## config.mk

```make
export PLATFORM = sky130hd
export DESIGN_NAME = efs_core
export DESIGN_NICKNAME = d
export VERILOG_FILES = /design/src/core/efs_pkg.sv /design/src/core/efs_fifo.sv /design/src/core/efs_core.sv
export VERILOG_INCLUDE_DIRS = /design/src /design/src/core
export SDC_FILE = /design/constraint.sdc
export NUM_CORES = 2
export LEC_CHECK = 0
export BUFFER_PORTS_ARGS = -buffer_cell sky130_fd_sc_hd__buf_2
export CORE_MARGIN = 1.5
export CORE_UTILIZATION = 50
export CTS_BUF_LIST = sky130_fd_sc_hd__clkbuf_8
export DETAILED_ROUTE_END_ITERATION = 12
export PLACE_DENSITY_LB_ADDON = 0.05
export SETUP_SLACK_MARGIN = 0.3
export SYNTH_ARGS = -nofsm -noshare
export SYNTH_HDL_FRONTEND = slang
export SYNTH_SLANG_ARGS = --single-unit
```

## constraint.sdc

```tcl
create_clock -name clock_in -period 5.9 [get_ports clock_in]
set_input_delay 0 -clock clock_in [delete_from_list [all_inputs] [get_ports clock_in]]
set_output_delay 0 -clock clock_in [all_outputs]
set_load 0.01 [all_outputs]
```

## src/core/efs_defines.svh

```systemverilog
`ifndef EFS_DEFINES_SVH
`define EFS_DEFINES_SVH

// timeslot 0 words
`define EFS_FAS_PAT 7'h1B
`define EFS_NFAS_BIT 6
`define EFS_CRC_BIT 7
`define EFS_CRC_MFAS 6'h0B
// channel numbers
`define EFS_TS0 5'h00
`define EFS_TS16 5'h10
`define EFS_MASTER_CONTROL_WORD_ONE_CH 5'h0F
`define EFS_MCW2_CH 5'h1F
// per-channel and master word fields
`define EFS_DATA_BIT 7
`define EFS_LOOP_BIT 6
`define EFS_RXG_HI 5
`define EFS_RXG_LO 3
`define EFS_TXG_HI 2
`define EFS_TXG_LO 0
`define EFS_MASTER_CONTROL_WORD_ONE_RST 8'hB0
`define EFS_ADI_MASK 8'h55
// framing counts
`define EFS_FAS_LOSS 2'h3
`define EFS_MF_LOSS 2'h2
`define EFS_DB_AGE 2'h3
`define EFS_CRC_ERR_MAX 914
// times
`define EFS_CLK_NS 25
`define EFS_CRC_TO_NS 8000000
`define EFS_ONE_SEC_NS 1000000000

`endif

```

## src/core/efs_pkg.sv

```systemverilog
package efs_pkg;

	// frame-alignment framer, gray along search path
	typedef enum logic [1:0] {
		FA_SEARCH = 2'h0,
		FA_NFAS = 2'h1,
		FA_FAS = 2'h3,
		FA_SYNC = 2'h2
	} efs_fa_t;

	// one received timeslot leaving the block
	typedef struct packed {
		logic [7:0] data;
		logic [4:0] ts;
		logic [2:0] gain_code;
		logic signed [3:0] gain_db;
		logic bypass;
	} efs_rx_word_t;

	// 000..110 give 0..-6 dB, 111 gives +1 dB
	function automatic logic signed [3:0] efs_gain_db(input logic [2:0] code);
		efs_gain_db = (code == 3'h7) ? 4'sh1 : -$signed({1'b0, code});
	endfunction

endpackage

```

## src/core/efs_fifo.sv

```systemverilog
module efs_fifo #(
	parameter int WIDTH = 8,
	parameter int DEPTH = 8
) (
	// clock
	input wire logic clock_in,
	input wire logic rst_n_in,
	input wire logic ce_in,
	// fill side
	input wire logic in_valid_in,
	output logic in_ready_out,
	input wire logic [WIDTH-1:0] in_data_in,
	// drain side
	output logic out_valid_out,
	input wire logic out_ready_in,
	output logic [WIDTH-1:0] out_data_out
);
	localparam int AW = $clog2(DEPTH);

	logic [WIDTH-1:0] mem_r [DEPTH];
	logic [AW-1:0] wp_r;
	logic [AW-1:0] rp_r;
	logic [AW:0] cnt_r;
	logic push;
	logic pop;

	// full and empty come straight from the fill count
	assign in_ready_out = (cnt_r != DEPTH[AW:0]);
	assign out_valid_out = (cnt_r != '0);
	assign push = ce_in && in_valid_in && in_ready_out;
	assign pop = ce_in && out_valid_out && out_ready_in;
	assign out_data_out = mem_r[rp_r];

	// storage, no reset needed for data
	always_ff @(posedge clock_in) begin
		if (push) begin
			mem_r[wp_r] <= in_data_in;
		end
	end

	// pointers and count
	always_ff @(posedge clock_in) begin
		if (!rst_n_in) begin
			wp_r <= '0;
			rp_r <= '0;
			cnt_r <= '0;
		end else begin
			if (push) begin
				wp_r <= (wp_r == AW'(DEPTH - 1)) ? '0 : wp_r + 1'b1;
			end
			if (pop) begin
				rp_r <= (rp_r == AW'(DEPTH - 1)) ? '0 : rp_r + 1'b1;
			end
			if (push && !pop) begin
				cnt_r <= cnt_r + 1'b1;
			end else if (pop && !push) begin
				cnt_r <= cnt_r - 1'b1;
			end
		end
	end
endmodule

```

## src/core/efs_core.sv

```systemverilog
`include "efs_defines.svh"

module efs_core #(
	parameter int FIFO_DEPTH = 8,
	parameter int CRC_TO_CYC = `EFS_CRC_TO_NS / `EFS_CLK_NS,
	parameter int SEC_CYC = `EFS_ONE_SEC_NS / `EFS_CLK_NS
) (
	// clock and reset
	input wire logic clock_in,
	input wire logic rst_n_in,
	input wire logic ce_in,
	// received line, one byte per timeslot
	input wire logic rx_valid_in,
	input wire logic [7:0] rx_byte_in,
	output logic rx_ready_out,
	// transmitted timeslots
	input wire logic tx_valid_in,
	input wire logic [4:0] tx_ts_in,
	input wire logic [7:0] tx_byte_in,
	// control_input_stream_0
	input wire logic ctl_valid_in,
	input wire logic [4:0] ctl_ch_in,
	input wire logic [7:0] ctl_byte_in,
	// pins
	input wire logic alt_digit_inversion_select_in,
	input wire logic maint_in,
	input wire logic crc_err_in,
	// data_output_stream words
	output logic out_valid_out,
	input wire logic out_ready_in,
	output efs_pkg::efs_rx_word_t out_word_out,
	// transmit gain for the last transmitted timeslot
	output logic [2:0] tx_gain_code_out,
	output logic signed [3:0] tx_gain_db_out,
	output logic tx_bypass_out,
	// debounced signalling, high nibble channel f, low nibble f+16
	output logic sig_valid_out,
	output logic [3:0] sig_frame_out,
	output logic [7:0] sig_abcd_out,
	// framer state
	output logic fa_sync_out,
	output logic mf_sync_out,
	output logic crc_sync_out
);
	localparam int TOW = $clog2(CRC_TO_CYC + 1);
	localparam int SCW = $clog2(SEC_CYC + 1);

	efs_pkg::efs_fa_t fa_r;
	logic [4:0] ts_r;
	logic nfas_next_r;
	logic [1:0] fas_err_r;
	logic mf_sync_r;
	logic [3:0] frm_r;
	logic [1:0] mf_err_r;
	logic crc_sync_r;
	logic crc_once_r;
	logic [4:0] crc_sh_r;
	logic [TOW-1:0] crc_to_r;
	logic [SCW-1:0] sec_r;
	logic [9:0] crc_cnt_r;
	logic reframe_r;
	logic [7:0] master_control_word_one_r;
	logic [7:0] pcw_r [32];
	logic [7:0] txm_r [32];
	logic [7:0] stab_r [16];
	logic [7:0] cand_r [16];
	logic [3:0] age_r [16];
	logic ev;
	logic fas_hit;
	logic fa_sync;
	logic at_ts0;
	logic at_ts16;
	logic [7:0] rx_ctl;
	logic [7:0] tx_ctl;
	logic loop_sel;
	logic [7:0] sel_byte;
	logic rx_bypass;
	logic crc_hit;
	logic mf_err_ev;
	logic to_ev;
	logic cnt_ev;
	logic [3:0] nd_mask;
	logic [7:0] st_nxt;
	logic [7:0] cd_nxt;
	logic [3:0] ag_nxt;
	efs_pkg::efs_rx_word_t wr_word;

	assign ev = ce_in && rx_valid_in && rx_ready_out;
	assign fa_sync = (fa_r == efs_pkg::FA_SYNC);
	assign fas_hit = (rx_byte_in[6:0] == `EFS_FAS_PAT);
	assign at_ts0 = (ts_r == `EFS_TS0);
	assign at_ts16 = (ts_r == `EFS_TS16);
	assign fa_sync_out = fa_sync;
	assign mf_sync_out = mf_sync_r;
	assign crc_sync_out = crc_sync_r;

	// timeslot counter; realigned when the search finds a FAS
	always_ff @(posedge clock_in) begin
		if (!rst_n_in) begin
			ts_r <= '0;
		end else if (ev) begin
			if (fa_r == efs_pkg::FA_SEARCH && fas_hit) begin
				ts_r <= 5'h01;
			end else begin
				ts_r <= ts_r + 5'h01;
			end
		end
	end

	// frame-alignment framer
	always_ff @(posedge clock_in) begin
		if (!rst_n_in) begin
			fa_r <= efs_pkg::FA_SEARCH;
			nfas_next_r <= 1'b0;
			fas_err_r <= '0;
		end else if (ce_in && reframe_r) begin
			fa_r <= efs_pkg::FA_SEARCH;
		end else if (ev) begin
			case (fa_r)
				efs_pkg::FA_SEARCH: begin
					if (fas_hit) begin
						fa_r <= efs_pkg::FA_NFAS;
					end
				end
				efs_pkg::FA_NFAS: begin
					if (at_ts0) begin
						fa_r <= rx_byte_in[`EFS_NFAS_BIT] ? efs_pkg::FA_FAS : efs_pkg::FA_SEARCH;
					end
				end
				efs_pkg::FA_FAS: begin
					if (at_ts0) begin
						fa_r <= fas_hit ? efs_pkg::FA_SYNC : efs_pkg::FA_SEARCH;
						nfas_next_r <= 1'b1;
						fas_err_r <= '0;
					end
				end
				efs_pkg::FA_SYNC: begin
					if (at_ts0) begin
						nfas_next_r <= !nfas_next_r;
						if (!nfas_next_r) begin
							// a few corrupted words must not drop a good link
							fas_err_r <= fas_hit ? 2'h0 : fas_err_r + 2'h1;
							if (!fas_hit && fas_err_r == `EFS_FAS_LOSS - 2'h1) begin
								fa_r <= efs_pkg::FA_SEARCH;
							end
						end
					end
				end
				default: begin
					fa_r <= efs_pkg::FA_SEARCH;
				end
			endcase
		end
	end

	// multiframe framer
	assign mf_err_ev = mf_sync_r && frm_r == 4'h0 && rx_byte_in[7:4] != 4'h0;
	always_ff @(posedge clock_in) begin
		if (!rst_n_in) begin
			mf_sync_r <= 1'b0;
			frm_r <= '0;
			mf_err_r <= '0;
		end else if (ce_in && !fa_sync) begin
			mf_sync_r <= 1'b0;
			mf_err_r <= '0;
		end else if (ev && at_ts16) begin
			if (!mf_sync_r) begin
				if (rx_byte_in[7:4] == 4'h0) begin
					mf_sync_r <= 1'b1;
					frm_r <= 4'h1;
				end
			end else begin
				frm_r <= frm_r + 4'h1;
				if (mf_err_ev) begin
					mf_err_r <= mf_err_r + 2'h1;
					if (mf_err_r == `EFS_MF_LOSS - 2'h1) begin
						mf_sync_r <= 1'b0;
						mf_err_r <= '0;
					end
				end else if (frm_r == 4'h0) begin
					// a clean alignment word breaks the run of errors
					mf_err_r <= '0;
				end
			end
		end
	end

	// CRC framer, looks only at NFAS bit 1
	assign crc_hit = ({crc_sh_r, rx_byte_in[`EFS_CRC_BIT]} == `EFS_CRC_MFAS);
	always_ff @(posedge clock_in) begin
		if (!rst_n_in) begin
			crc_sync_r <= 1'b0;
			crc_once_r <= 1'b0;
			crc_sh_r <= '0;
		end else if (ce_in && !fa_sync) begin
			crc_sync_r <= 1'b0;
			crc_once_r <= 1'b0;
			crc_sh_r <= '0;
		end else if (ev && at_ts0 && nfas_next_r) begin
			crc_sh_r <= {crc_sh_r[3:0], rx_byte_in[`EFS_CRC_BIT]};
			if (crc_hit) begin
				crc_once_r <= 1'b1;
				if (crc_once_r) begin
					crc_sync_r <= 1'b1;
				end
			end
		end
	end

	// maintenance supervision: search timeout and error rate
	assign to_ev = (crc_to_r == TOW'(CRC_TO_CYC - 1));
	assign cnt_ev = crc_err_in && crc_sync_r;
	always_ff @(posedge clock_in) begin
		if (!rst_n_in) begin
			crc_to_r <= '0;
			sec_r <= '0;
			crc_cnt_r <= '0;
			reframe_r <= 1'b0;
		end else if (ce_in) begin
			reframe_r <= 1'b0;
			crc_to_r <= (fa_sync && !crc_sync_r && !to_ev) ? crc_to_r + 1'b1 : '0;
			if (maint_in && fa_sync && !crc_sync_r && to_ev) begin
				reframe_r <= 1'b1;
			end
			if (sec_r == SCW'(SEC_CYC - 1)) begin
				sec_r <= '0;
				crc_cnt_r <= '0;
			end else begin
				sec_r <= sec_r + 1'b1;
				if (cnt_ev && crc_cnt_r != 10'h3FF) begin
					crc_cnt_r <= crc_cnt_r + 10'h001;
				end
			end
			if (maint_in && crc_cnt_r > 10'(`EFS_CRC_ERR_MAX)) begin
				reframe_r <= 1'b1;
				crc_cnt_r <= '0;
			end
		end
	end

	// control stream capture; channel 31 belongs to another word
	always_ff @(posedge clock_in) begin
		if (!rst_n_in) begin
			master_control_word_one_r <= `EFS_MASTER_CONTROL_WORD_ONE_RST;
			for (int i = 0; i < 32; i++) begin
				pcw_r[i] <= 8'h00;
			end
		end else if (ce_in && ctl_valid_in) begin
			if (ctl_ch_in == `EFS_MASTER_CONTROL_WORD_ONE_CH) begin
				master_control_word_one_r <= ctl_byte_in;
			end else if (ctl_ch_in != `EFS_MCW2_CH) begin
				pcw_r[ctl_ch_in] <= ctl_byte_in;
			end
		end
	end

	// receive data path: control of channel N steers timeslot N+1
	assign rx_ctl = (ts_r == 5'h10) ? master_control_word_one_r : pcw_r[ts_r - 5'h01];
	assign tx_ctl = pcw_r[tx_ts_in - 5'h01];
	always_comb begin
		if (at_ts16) begin
			loop_sel = fa_sync && master_control_word_one_r[`EFS_LOOP_BIT];
		end else begin
			loop_sel = fa_sync && !at_ts0 && rx_ctl[`EFS_LOOP_BIT];
		end
	end
	assign sel_byte = loop_sel ? txm_r[ts_r] : rx_byte_in;
	assign rx_bypass = rx_ctl[`EFS_DATA_BIT] || at_ts0 || at_ts16;
	always_comb begin
		wr_word.ts = ts_r;
		wr_word.bypass = rx_bypass;
		wr_word.gain_code = rx_bypass ? 3'h0 : rx_ctl[`EFS_RXG_HI:`EFS_RXG_LO];
		wr_word.gain_db = efs_pkg::efs_gain_db(wr_word.gain_code);
		if (!rx_bypass && alt_digit_inversion_select_in) begin
			wr_word.data = sel_byte ^ `EFS_ADI_MASK;
		end else begin
			wr_word.data = sel_byte;
		end
	end

	// transmitted bytes kept for loopback, gain for the transmitter
	always_ff @(posedge clock_in) begin
		if (!rst_n_in) begin
			tx_gain_code_out <= '0;
			tx_gain_db_out <= '0;
			tx_bypass_out <= 1'b0;
		end else if (ce_in && tx_valid_in) begin
			txm_r[tx_ts_in] <= tx_byte_in;
			tx_bypass_out <= tx_ctl[`EFS_DATA_BIT];
			if (tx_ctl[`EFS_DATA_BIT]) begin
				tx_gain_code_out <= 3'h0;
				tx_gain_db_out <= 4'sh0;
			end else begin
				tx_gain_code_out <= tx_ctl[`EFS_TXG_HI:`EFS_TXG_LO];
				tx_gain_db_out <= efs_pkg::efs_gain_db(tx_ctl[`EFS_TXG_HI:`EFS_TXG_LO]);
			end
		end
	end

	// per-half debounce of the timeslot 16 nibbles
	assign nd_mask = {master_control_word_one_r[0], master_control_word_one_r[1], master_control_word_one_r[2], master_control_word_one_r[3]};
	for (genvar h = 0; h < 2; h++) begin : g_db
		logic [3:0] smp;
		logic [3:0] st;
		logic [3:0] cd;
		logic [1:0] ag;
		assign smp = rx_byte_in[h*4 +: 4];
		assign st = stab_r[frm_r][h*4 +: 4];
		assign cd = cand_r[frm_r][h*4 +: 4];
		assign ag = age_r[frm_r][h*2 +: 2];
		// an isolated bit error must persist 6-8 ms before it reaches the output
		always_comb begin
			cd_nxt[h*4 +: 4] = smp;
			if (((smp ^ st) & ~nd_mask) == 4'h0) begin
				st_nxt[h*4 +: 4] = (st & ~nd_mask) | (smp & nd_mask);
				ag_nxt[h*2 +: 2] = 2'h0;
			end else if (smp != cd) begin
				st_nxt[h*4 +: 4] = (st & ~nd_mask) | (smp & nd_mask);
				ag_nxt[h*2 +: 2] = 2'h1;
			end else if (ag == `EFS_DB_AGE) begin
				st_nxt[h*4 +: 4] = smp;
				ag_nxt[h*2 +: 2] = 2'h0;
			end else begin
				st_nxt[h*4 +: 4] = (st & ~nd_mask) | (smp & nd_mask);
				ag_nxt[h*2 +: 2] = ag + 2'h1;
			end
		end
	end

	// signalling store and report
	always_ff @(posedge clock_in) begin
		if (!rst_n_in) begin
			sig_valid_out <= 1'b0;
			sig_frame_out <= '0;
			sig_abcd_out <= '0;
			for (int i = 0; i < 16; i++) begin
				stab_r[i] <= 8'h00;
				cand_r[i] <= 8'h00;
				age_r[i] <= 4'h0;
			end
		end else if (ce_in) begin
			sig_valid_out <= 1'b0;
			if (ev && at_ts16 && mf_sync_r && frm_r != 4'h0) begin
				stab_r[frm_r] <= st_nxt;
				cand_r[frm_r] <= cd_nxt;
				age_r[frm_r] <= ag_nxt;
				sig_valid_out <= 1'b1;
				sig_frame_out <= frm_r;
				sig_abcd_out <= st_nxt;
			end
		end
	end

	// output buffer; a stalled reader holds off the line source
	efs_fifo #(
		.WIDTH($bits(efs_pkg::efs_rx_word_t)),
		.DEPTH(FIFO_DEPTH)
	) u_fifo (
		.clock_in(clock_in),
		.rst_n_in(rst_n_in),
		.ce_in(ce_in),
		.in_valid_in(rx_valid_in),
		.in_ready_out(rx_ready_out),
		.in_data_in(wr_word),
		.out_valid_out(out_valid_out),
		.out_ready_in(out_ready_in),
		.out_data_out(out_word_out)
	);
endmodule

```

# Yosys cells after proc, flatten, opt, wreduce, memory -nomap -nowiden
# Memories as Yosys holds them, arrays and structs flattened. A register that Yosys moved wholly into a read port is not among the register bits.
# Index checks and enable logic that the tools add are counted.
dict set report word_totals {
  inputBits 44
  output_inout_bits 47
  mem_count 6
  ff_bits 119
  elab_cells 259
  ram_bits 1000
}
dict set report op_classes {
  bitwise_logic 15
  n_lt_le_gt_ge 1
  n_addsub 17
  n_mux 96
  n_eq_ne 28
  reduce_logical 72
}
# memory depth width rd rd_clocked_by_memory_dff wr line
set mem_list {}
lappend mem_list {pcw_r 32 8 2 0 32 efs_core.sv:63} ;# logic [7:0] pcw_r [32];
lappend mem_list {txm_r 32 8 1 1 1 efs_core.sv:64} ;# logic [7:0] txm_r [32];
lappend mem_list {u_fifo.mem_r 8 21 1 1 1 efs_fifo.sv:20} ;# logic [WIDTH-1:0] mem_r [DEPTH];
lappend mem_list {cand_r 16 8 1 1 16 efs_core.sv:66} ;# logic [7:0] cand_r [16];
lappend mem_list {stab_r 16 8 1 1 16 efs_core.sv:65} ;# logic [7:0] stab_r [16];
lappend mem_list {age_r 16 4 1 1 16 efs_core.sv:67} ;# logic [3:0] age_r [16];
# cell count
set ops {}
lappend ops {{$mux W4} 23}
lappend ops {{$mux W2} 21}
lappend ops {{$mux W8} 5}
lappend ops {{$logic_and A1 B1 Y1} 31}
lappend ops {{$mux W10} 3}
lappend ops {{$mux W1} 28}
lappend ops {{$add A26 B1 Y26 const B} 1}
lappend ops {{$eq A26 B26 Y1 const B} 1}
lappend ops {{$mux W26} 1}
lappend ops {{$and A4 B4 Y4} 6}
lappend ops {{$reduce_or A8 Y1} 3}
lappend ops {{$mux W5} 4}
lappend ops {{$add A19 B1 Y19 const B} 1}
lappend ops {{$eq A19 B19 Y1 const B} 1}
lappend ops {{$mux W19} 1}
lappend ops {{$mux W3} 6}
lappend ops {{$logic_not A4 Y1} 4}
lappend ops {{$eq A3 B3 Y1 const B} 4}
lappend ops {{$reduce_bool A4 Y1} 3}
lappend ops {{$add A10 B1 Y10 const B} 1}
lappend ops {{$eq A2 B2 Y1 const B} 5}
lappend ops {{$gt A10 B10 Y1 const B} 1}
lappend ops {{$ne A10 B10 Y1 const B} 1}
lappend ops {{$sub A5 B1 Y5 const B} 2}
lappend ops {{other kinds (37)} 72}

# Longest topological paths before layout
dict set report logic_depth {
  word_depth 11
  mapped_depth 17
  ltp_nobuf 12
}

# By module
# A second synthesis with hierarchy kept.
dict set report hier_totals {
  cells_unflattened 3137
  hier_area_um2 48967.0
}
# module instances cells_each area_each_um2 seq_area_each_um2
set by_module_without_submodules {}
lappend by_module_without_submodules {efs_core 1 2820 41962.7 27286.2}
lappend by_module_without_submodules {efs_fifo 1 317 7004.2 5305.1}

# Worst setup path before layout
# OpenSTA, ideal clock, no wires.
dict set report synth_path {
  path_kind {flip-flop to flip-flop}
  from {reg ts_r[0]}
  to {mem u_fifo.mem_r[0][3] (netlist bit), data pin}
  n_path_buf 6
  arrival_ps 4695
  setup_ps 265
  required_time_ps 5635
  slack_ps 940
  stages_incl_launch_ff 17
  period_less_slack_ps 4960
  cell_sequence {dfxtp_1 > buf_2 > buf_2 > buf_2 > buf_2 > inv_1 > ha_1 > clkbuf_1 > buf_1 > mux4_2 > mux2i_1 > nor2_1 > a211oi_1 > a22o_1 > inv_1 > ha_1 > o21ai_0}
}
dict set report synth_via {
  elab_chain_len 8
  elab_cells_between_ends 11
  cone_classes {2 x add/sub; 2 x eq/ne; 3 x mux; 3 x reduce/logical; 1 x memory}
}
# item line
set synth_rtl {}
lappend synth_rtl {{from (decl)} efs_core.sv:49} ;# logic [4:0] ts_r;
lappend synth_rtl {{from (signal assigned)} efs_core.sv:105} ;# ts_r <= ts_r + 5'h01;
lappend synth_rtl {{$sub A5 B1 Y5} efs_core.sv:258} ;# assign rx_ctl = (ts_r == 5'h10) ? master_control_word_one_r : pcw_r[ts_r - 5'h01];
lappend synth_rtl {{$mem_v2 Z32 W8} n/a}
lappend synth_rtl {{$mux W8} efs_core.sv:258}
lappend synth_rtl {{$logic_or A1 B1 Y1 (2 in a row)} efs_core.sv:268} ;# assign rx_bypass = rx_ctl[`EFS_DATA_BIT] || at_ts0 || at_ts16;
lappend synth_rtl {{$mux W3 *} efs_core.sv:272} ;# wr_word.gain_code = rx_bypass ? 3'h0 : rx_ctl[`EFS_RXG_HI:`EFS_RXG_LO];
lappend synth_rtl {{net u_fifo.in_data_in[5]} efs_fifo.sv:12} ;# input wire logic [WIDTH-1:0] in_data_in,
lappend synth_rtl {{$neg A3 Y4 / $eq A3 B3 Y1 (equally long branches)} efs_pkg.sv:22} ;# efs_gain_db = (code == 3'h7) ? 4'sh1 : -$signed({1'b0, code});
lappend synth_rtl {{$mux W4 *} efs_pkg.sv:22}
lappend synth_rtl {{net u_fifo.in_data_in[3]} efs_fifo.sv:12}
lappend synth_rtl {{to (decl)} efs_fifo.sv:20}
# The timed path passes the listed nets; every way through them passes the cells marked *.

# Worst setup path in the final report
dict set report layout_path {
  from {reg ts_r[1]}
  to {mem u_fifo.mem_r[6][15] (netlist bit), data pin}
}
dict set report layout_via {
  elab_chain_len 8
  elab_cells_between_ends 16
  cone_classes {1 x add/sub; 1 x eq/ne; 4 x mux; 1 x bitwise; 8 x reduce/logical; 1 x memory}
}
# item line
set layout_rtl {}
lappend layout_rtl {{$sub A5 B1 Y5 / $logic_not A5 Y1 (equally long branches)} n/a}
lappend layout_rtl {{$mem_v2 Z32 W8 / $logic_not A1 Y1 (equally long branches)} n/a}
lappend layout_rtl {{$mux W8 / $logic_and A1 B1 Y1 (equally long branches)} {efs_core.sv:258, efs_core.sv:264}}
lappend layout_rtl {{$logic_and A1 B1 Y1 / $logic_or A1 B1 Y1 (equally long branches)} {efs_core.sv:264, efs_core.sv:268}}
lappend layout_rtl {{$mux W1 / $logic_or A1 B1 Y1 (equally long branches)} {efs_core.sv:261, efs_core.sv:268}}
lappend layout_rtl {{$mux W8 / $logic_not A1 Y1 (equally long branches)} {efs_core.sv:267, efs_core.sv:274}}
lappend layout_rtl {{$not A4 Y4 (no line) / $logic_and A1 B1 Y1 (equally long branches)} n/a}
lappend layout_rtl {{$mux W7 *} efs_core.sv:274} ;# if (!rx_bypass && alt_digit_inversion_select_in) begin
lappend layout_rtl {{net u_fifo.in_data_in[15]} efs_fifo.sv:12}
# Marks and branches as above.

==> results.cfg <==
[setup_path]
critPathMaxFanout = 26
path_delay_family = multiplexers
max_stage_delay_ns = 0.87
critical_path_class = reg2reg
cp_cell_sequence = inv_1 -> ha_2 -> buf_4 -> mux4_2 -> mux4_2 -> mux2i_1 -> a21oi_1 -> nand2_1 -> nor2_1 -> a21oi_1 -> xor2_1
cp_slowest_cell = ha_2
required_ns = 6.45
cp-start-kind = flip-flop
crit_buf_inv = 2
arrival_ns = 5.22
end_kind = flip-flop

[timing]
fin_crit_sh = 0.791
fmax_ghz = 0.214
hold_violations = 0
setup_viol = 0
tightest_slew_ns = 1.30
tns_ns = 0
fin_crit_ns = 4.67
slew_viol_final = 0
finClkSkew_ns = 0.0315
rsz0062_at_grt = false
fin_ws_ns = 1.23
max_slew_margin = 0.129

[synth]
yosysWarningCount = 0
netlist.area_leader.share = 0.616
synthesis.area_um2 = 48800
yosys-top-cells-count = 1000 x edfxtp_1, 421 x nor2_1, 337 x and2_1, 258 x mux4_2
synth_edf_count = 1000
syn_avg_cell_area_um2 = 15.5
yosysSeqAreaShare = 0.668
async_flop_share = 0
ys_types = 72
ys_ff_latch = 1128
synth.area.top_cells = edfxtp_1 62%, mux4_2 12%, dfxtp_1 5.3%
syn_inst = 3142
synth_largest_area_cell = edfxtp_1
ys.flop_type = edfxtp_1
synth.most_common_cell = edfxtp_1

[global_routing]
grt_pass1_wl_um = 185000
grt_max_degree = 62
grt_overflow = 0
antenna_found_initial = 5
grt_use_total = 0.255
grt_pass1_vias = 28800

[finish]
final_layout_size_suffix_gt1_frac = 0.222
n_fill_cell = 7749
fin_cells = 4826
final_nets = 3474
area_growth_pct = 12.4

[clocking]
cts-buffers-inserted = 185
cts_setup_buffers = 0
clockRootBuffer = clkbuf_8
cts_tree = yes
htree_levels = 4
path_clk_slew_ns = 0.06
cts_max_path_buffers = 3
cts_num_sinks = 1128
clk_latency_ns = 0.84

[run]
maxCapViolations = 0

[routing]
first_iter_violations = 2945
firstDrtPassIters = 5
ant_nets = 0
drc = 0
wl_per_cell_um = 25.8
vias_per_cell = 5.82
vias = 28100
drt-total-wl_um = 124000

[die]
die_w_um = 315
num_io_pins = 91
die_height_um = 315
dieArea_um2 = 99400
row_count = 114
initial_core_util = 0.504
placeableCoreArea_um2 = 96700

[place]
dp_cells = 4438
io_buffers = 90
hpwl_um = 78400
pre_cts_ws_ns = 1.22
gp_congestion = 0.850

[min_path]
min_path_type = in2reg

[power_and_ir_drop]
power_leakage_uw = 0.0185
powerDensity_nw_per_um2 = 314
worst_ir_drop_vdd_mv = 0.237

[status]
status = complete, no violations
final timing paths:
kind / startpoint / to / slack (ns) / depth (start not counted)
worst max-delay path: ts_r[1]$_SDFFE_PN0P_ / u_fifo.mem_r[6][15]$_DFFE_PP_ / 1.23 / 11
worst min-delay path: rst_n_in / crc_cnt_r[0]$_SDFFE_PN0P_ / 0.15 / 3
worst max register to register: ts_r[1]$_SDFFE_PN0P_ / u_fifo.mem_r[6][15]$_DFFE_PP_ / 1.23 / 11
worst min register to register: tx_gain_db_out[0]$_SDFFE_PN0P_ / tx_gain_db_out[0]$_SDFFE_PN0P_ / 0.47 / 2
cell type report:
cell class | instances | area, um2 | area share
antenna | 2 | 5.00 | 0.0000913
multi-input combinational | 1822 | 15400 | 0.280
clock inverter | 132 | 664 | 0.0121
tap | 1276 | 1600 | 0.0291
clock buffer | 202 | 2780 | 0.0507
sequential | 1128 | 32600 | 0.595
inverter | 30 | 113 | 0.00205
timing repair buffer | 234 | 1670 | 0.0305
cells by family after synthesis:
| family | after synthesis | share of synthesized area |
|---|---|---|
| buf+inv | 227 | 0.0206 |
| mux | 407 | 0.153 |
| xor+xnor | 77 | 0.0138 |
| other cells | 1 | 0.0000769 |
| compound gates | 212 | 0.0273 |
| simple gates | 1061 | 0.109 |
| flops | 1128 | 0.668 |
| fa+ha+maj | 29 | 0.00760 |
layout by cell type (no fill, tap or decap), types with 9 or more instances in the layout:
cell	netlist	routed
dfxtp_1	128	120
nor2b_1	19	19
or3b_2	9	9
buf_2	27	90
o22ai_1	18	18
edfxtp_1	1000	1000
inv_1	27	94
or3_1	12	12
a21oi_1	51	51
mux4_2	258	258
clkbuf_8	0	202
a22oi_1	11	11
clkinv_1	3	30
nand2_1	105	105
mux2_2	59	59
dlygate4sd3_1	0	51
buf_4	9	91
nor3_1	23	21
conb_1	1	36
a211oi_1	9	9
nand3_1	38	38
clkinv_2	0	25
xor2_1	46	45
and3_1	28	28
ha_1	28	27
and2_1	337	337
xnor2_1	31	30
nand4_1	20	20
o21ai_0	67	67
nor2_1	421	420
mux2i_1	82	82
worst min-delay path: cells and delay by family:
| kind | cells | cell delay (ns) |
|---|---|---|
| and+or+nand+nor | 1 | 0.17 |
| buffers and inverters | 2 | 0.76 |
sequential cells by signal (all words and copies together) (netlist names), 3 cells and up, named ones only:
| register | cells |
|---|---|
| stab_r | 128 |
| master_control_word_one_r | 5 |
| crc_cnt_r | 10 |
| cand_r | 128 |
| u_fifo.mem_r | 168 |
| crc_sh_r | 5 |
| age_r | 64 |
| ts_r | 5 |
| txm_r | 256 |
| sig_frame_out | 4 |
| u_fifo.cnt_r | 4 |
| pcw_r | 256 |
| tx_gain_db_out | 4 |
| u_fifo.wp_r | 3 |
| tx_gain_code_out | 3 |
| sec_r | 26 |
| sig_abcd_out | 8 |
| crc_to_r | 19 |
| frm_r | 4 |
| u_fifo.rp_r | 3 |
routing by layer:
metal / vias up / global-route usage / share of wire
li1: 12400 / - / -
met1: 14500 / 0.366 / 0.44
met2: 1059 / 0.405 / 0.47
met3: 173 / 0.0441 / 0.066
met4: 0 / 0.0682 / 0.019
met5: - / 0 / 0
metrics by stage:
stage | power, uW | util | area, um2 | hold slack (ns)
after global routing | 17800 | 0.567 | 54800 | 0.115
after global placement | 10900 | 0.526 | 50800 | 0.307
final | 17200 | 0.567 | 54800 | 0.150
after detailed placement | 11000 | 0.526 | 50800 | 0.333
after CTS | 17400 | 0.567 | 54800 | 0.0679
after floorplan | 10300 | - | 48900 | 0.0989
where the power goes:
| group | switching, uW | internal (uW) | leakage [uW] | total, uW |
|---|---|---|---|---|
| sequential | 117 | 8990 | 0.0103 | 9110 |
| combinational | 983 | 717 | 0.00615 | 1700 |
| clock | 3090 | 3310 | 0.00202 | 6400 |
repair_timing:
item / 4_1_cts / 5_1_grt
gates resized for setup: 0 / 0
hold buffers: 51 / 0
hold endpoints to repair: 1032 / 0
No activity file was read; power rests on OpenSTA's default activity.
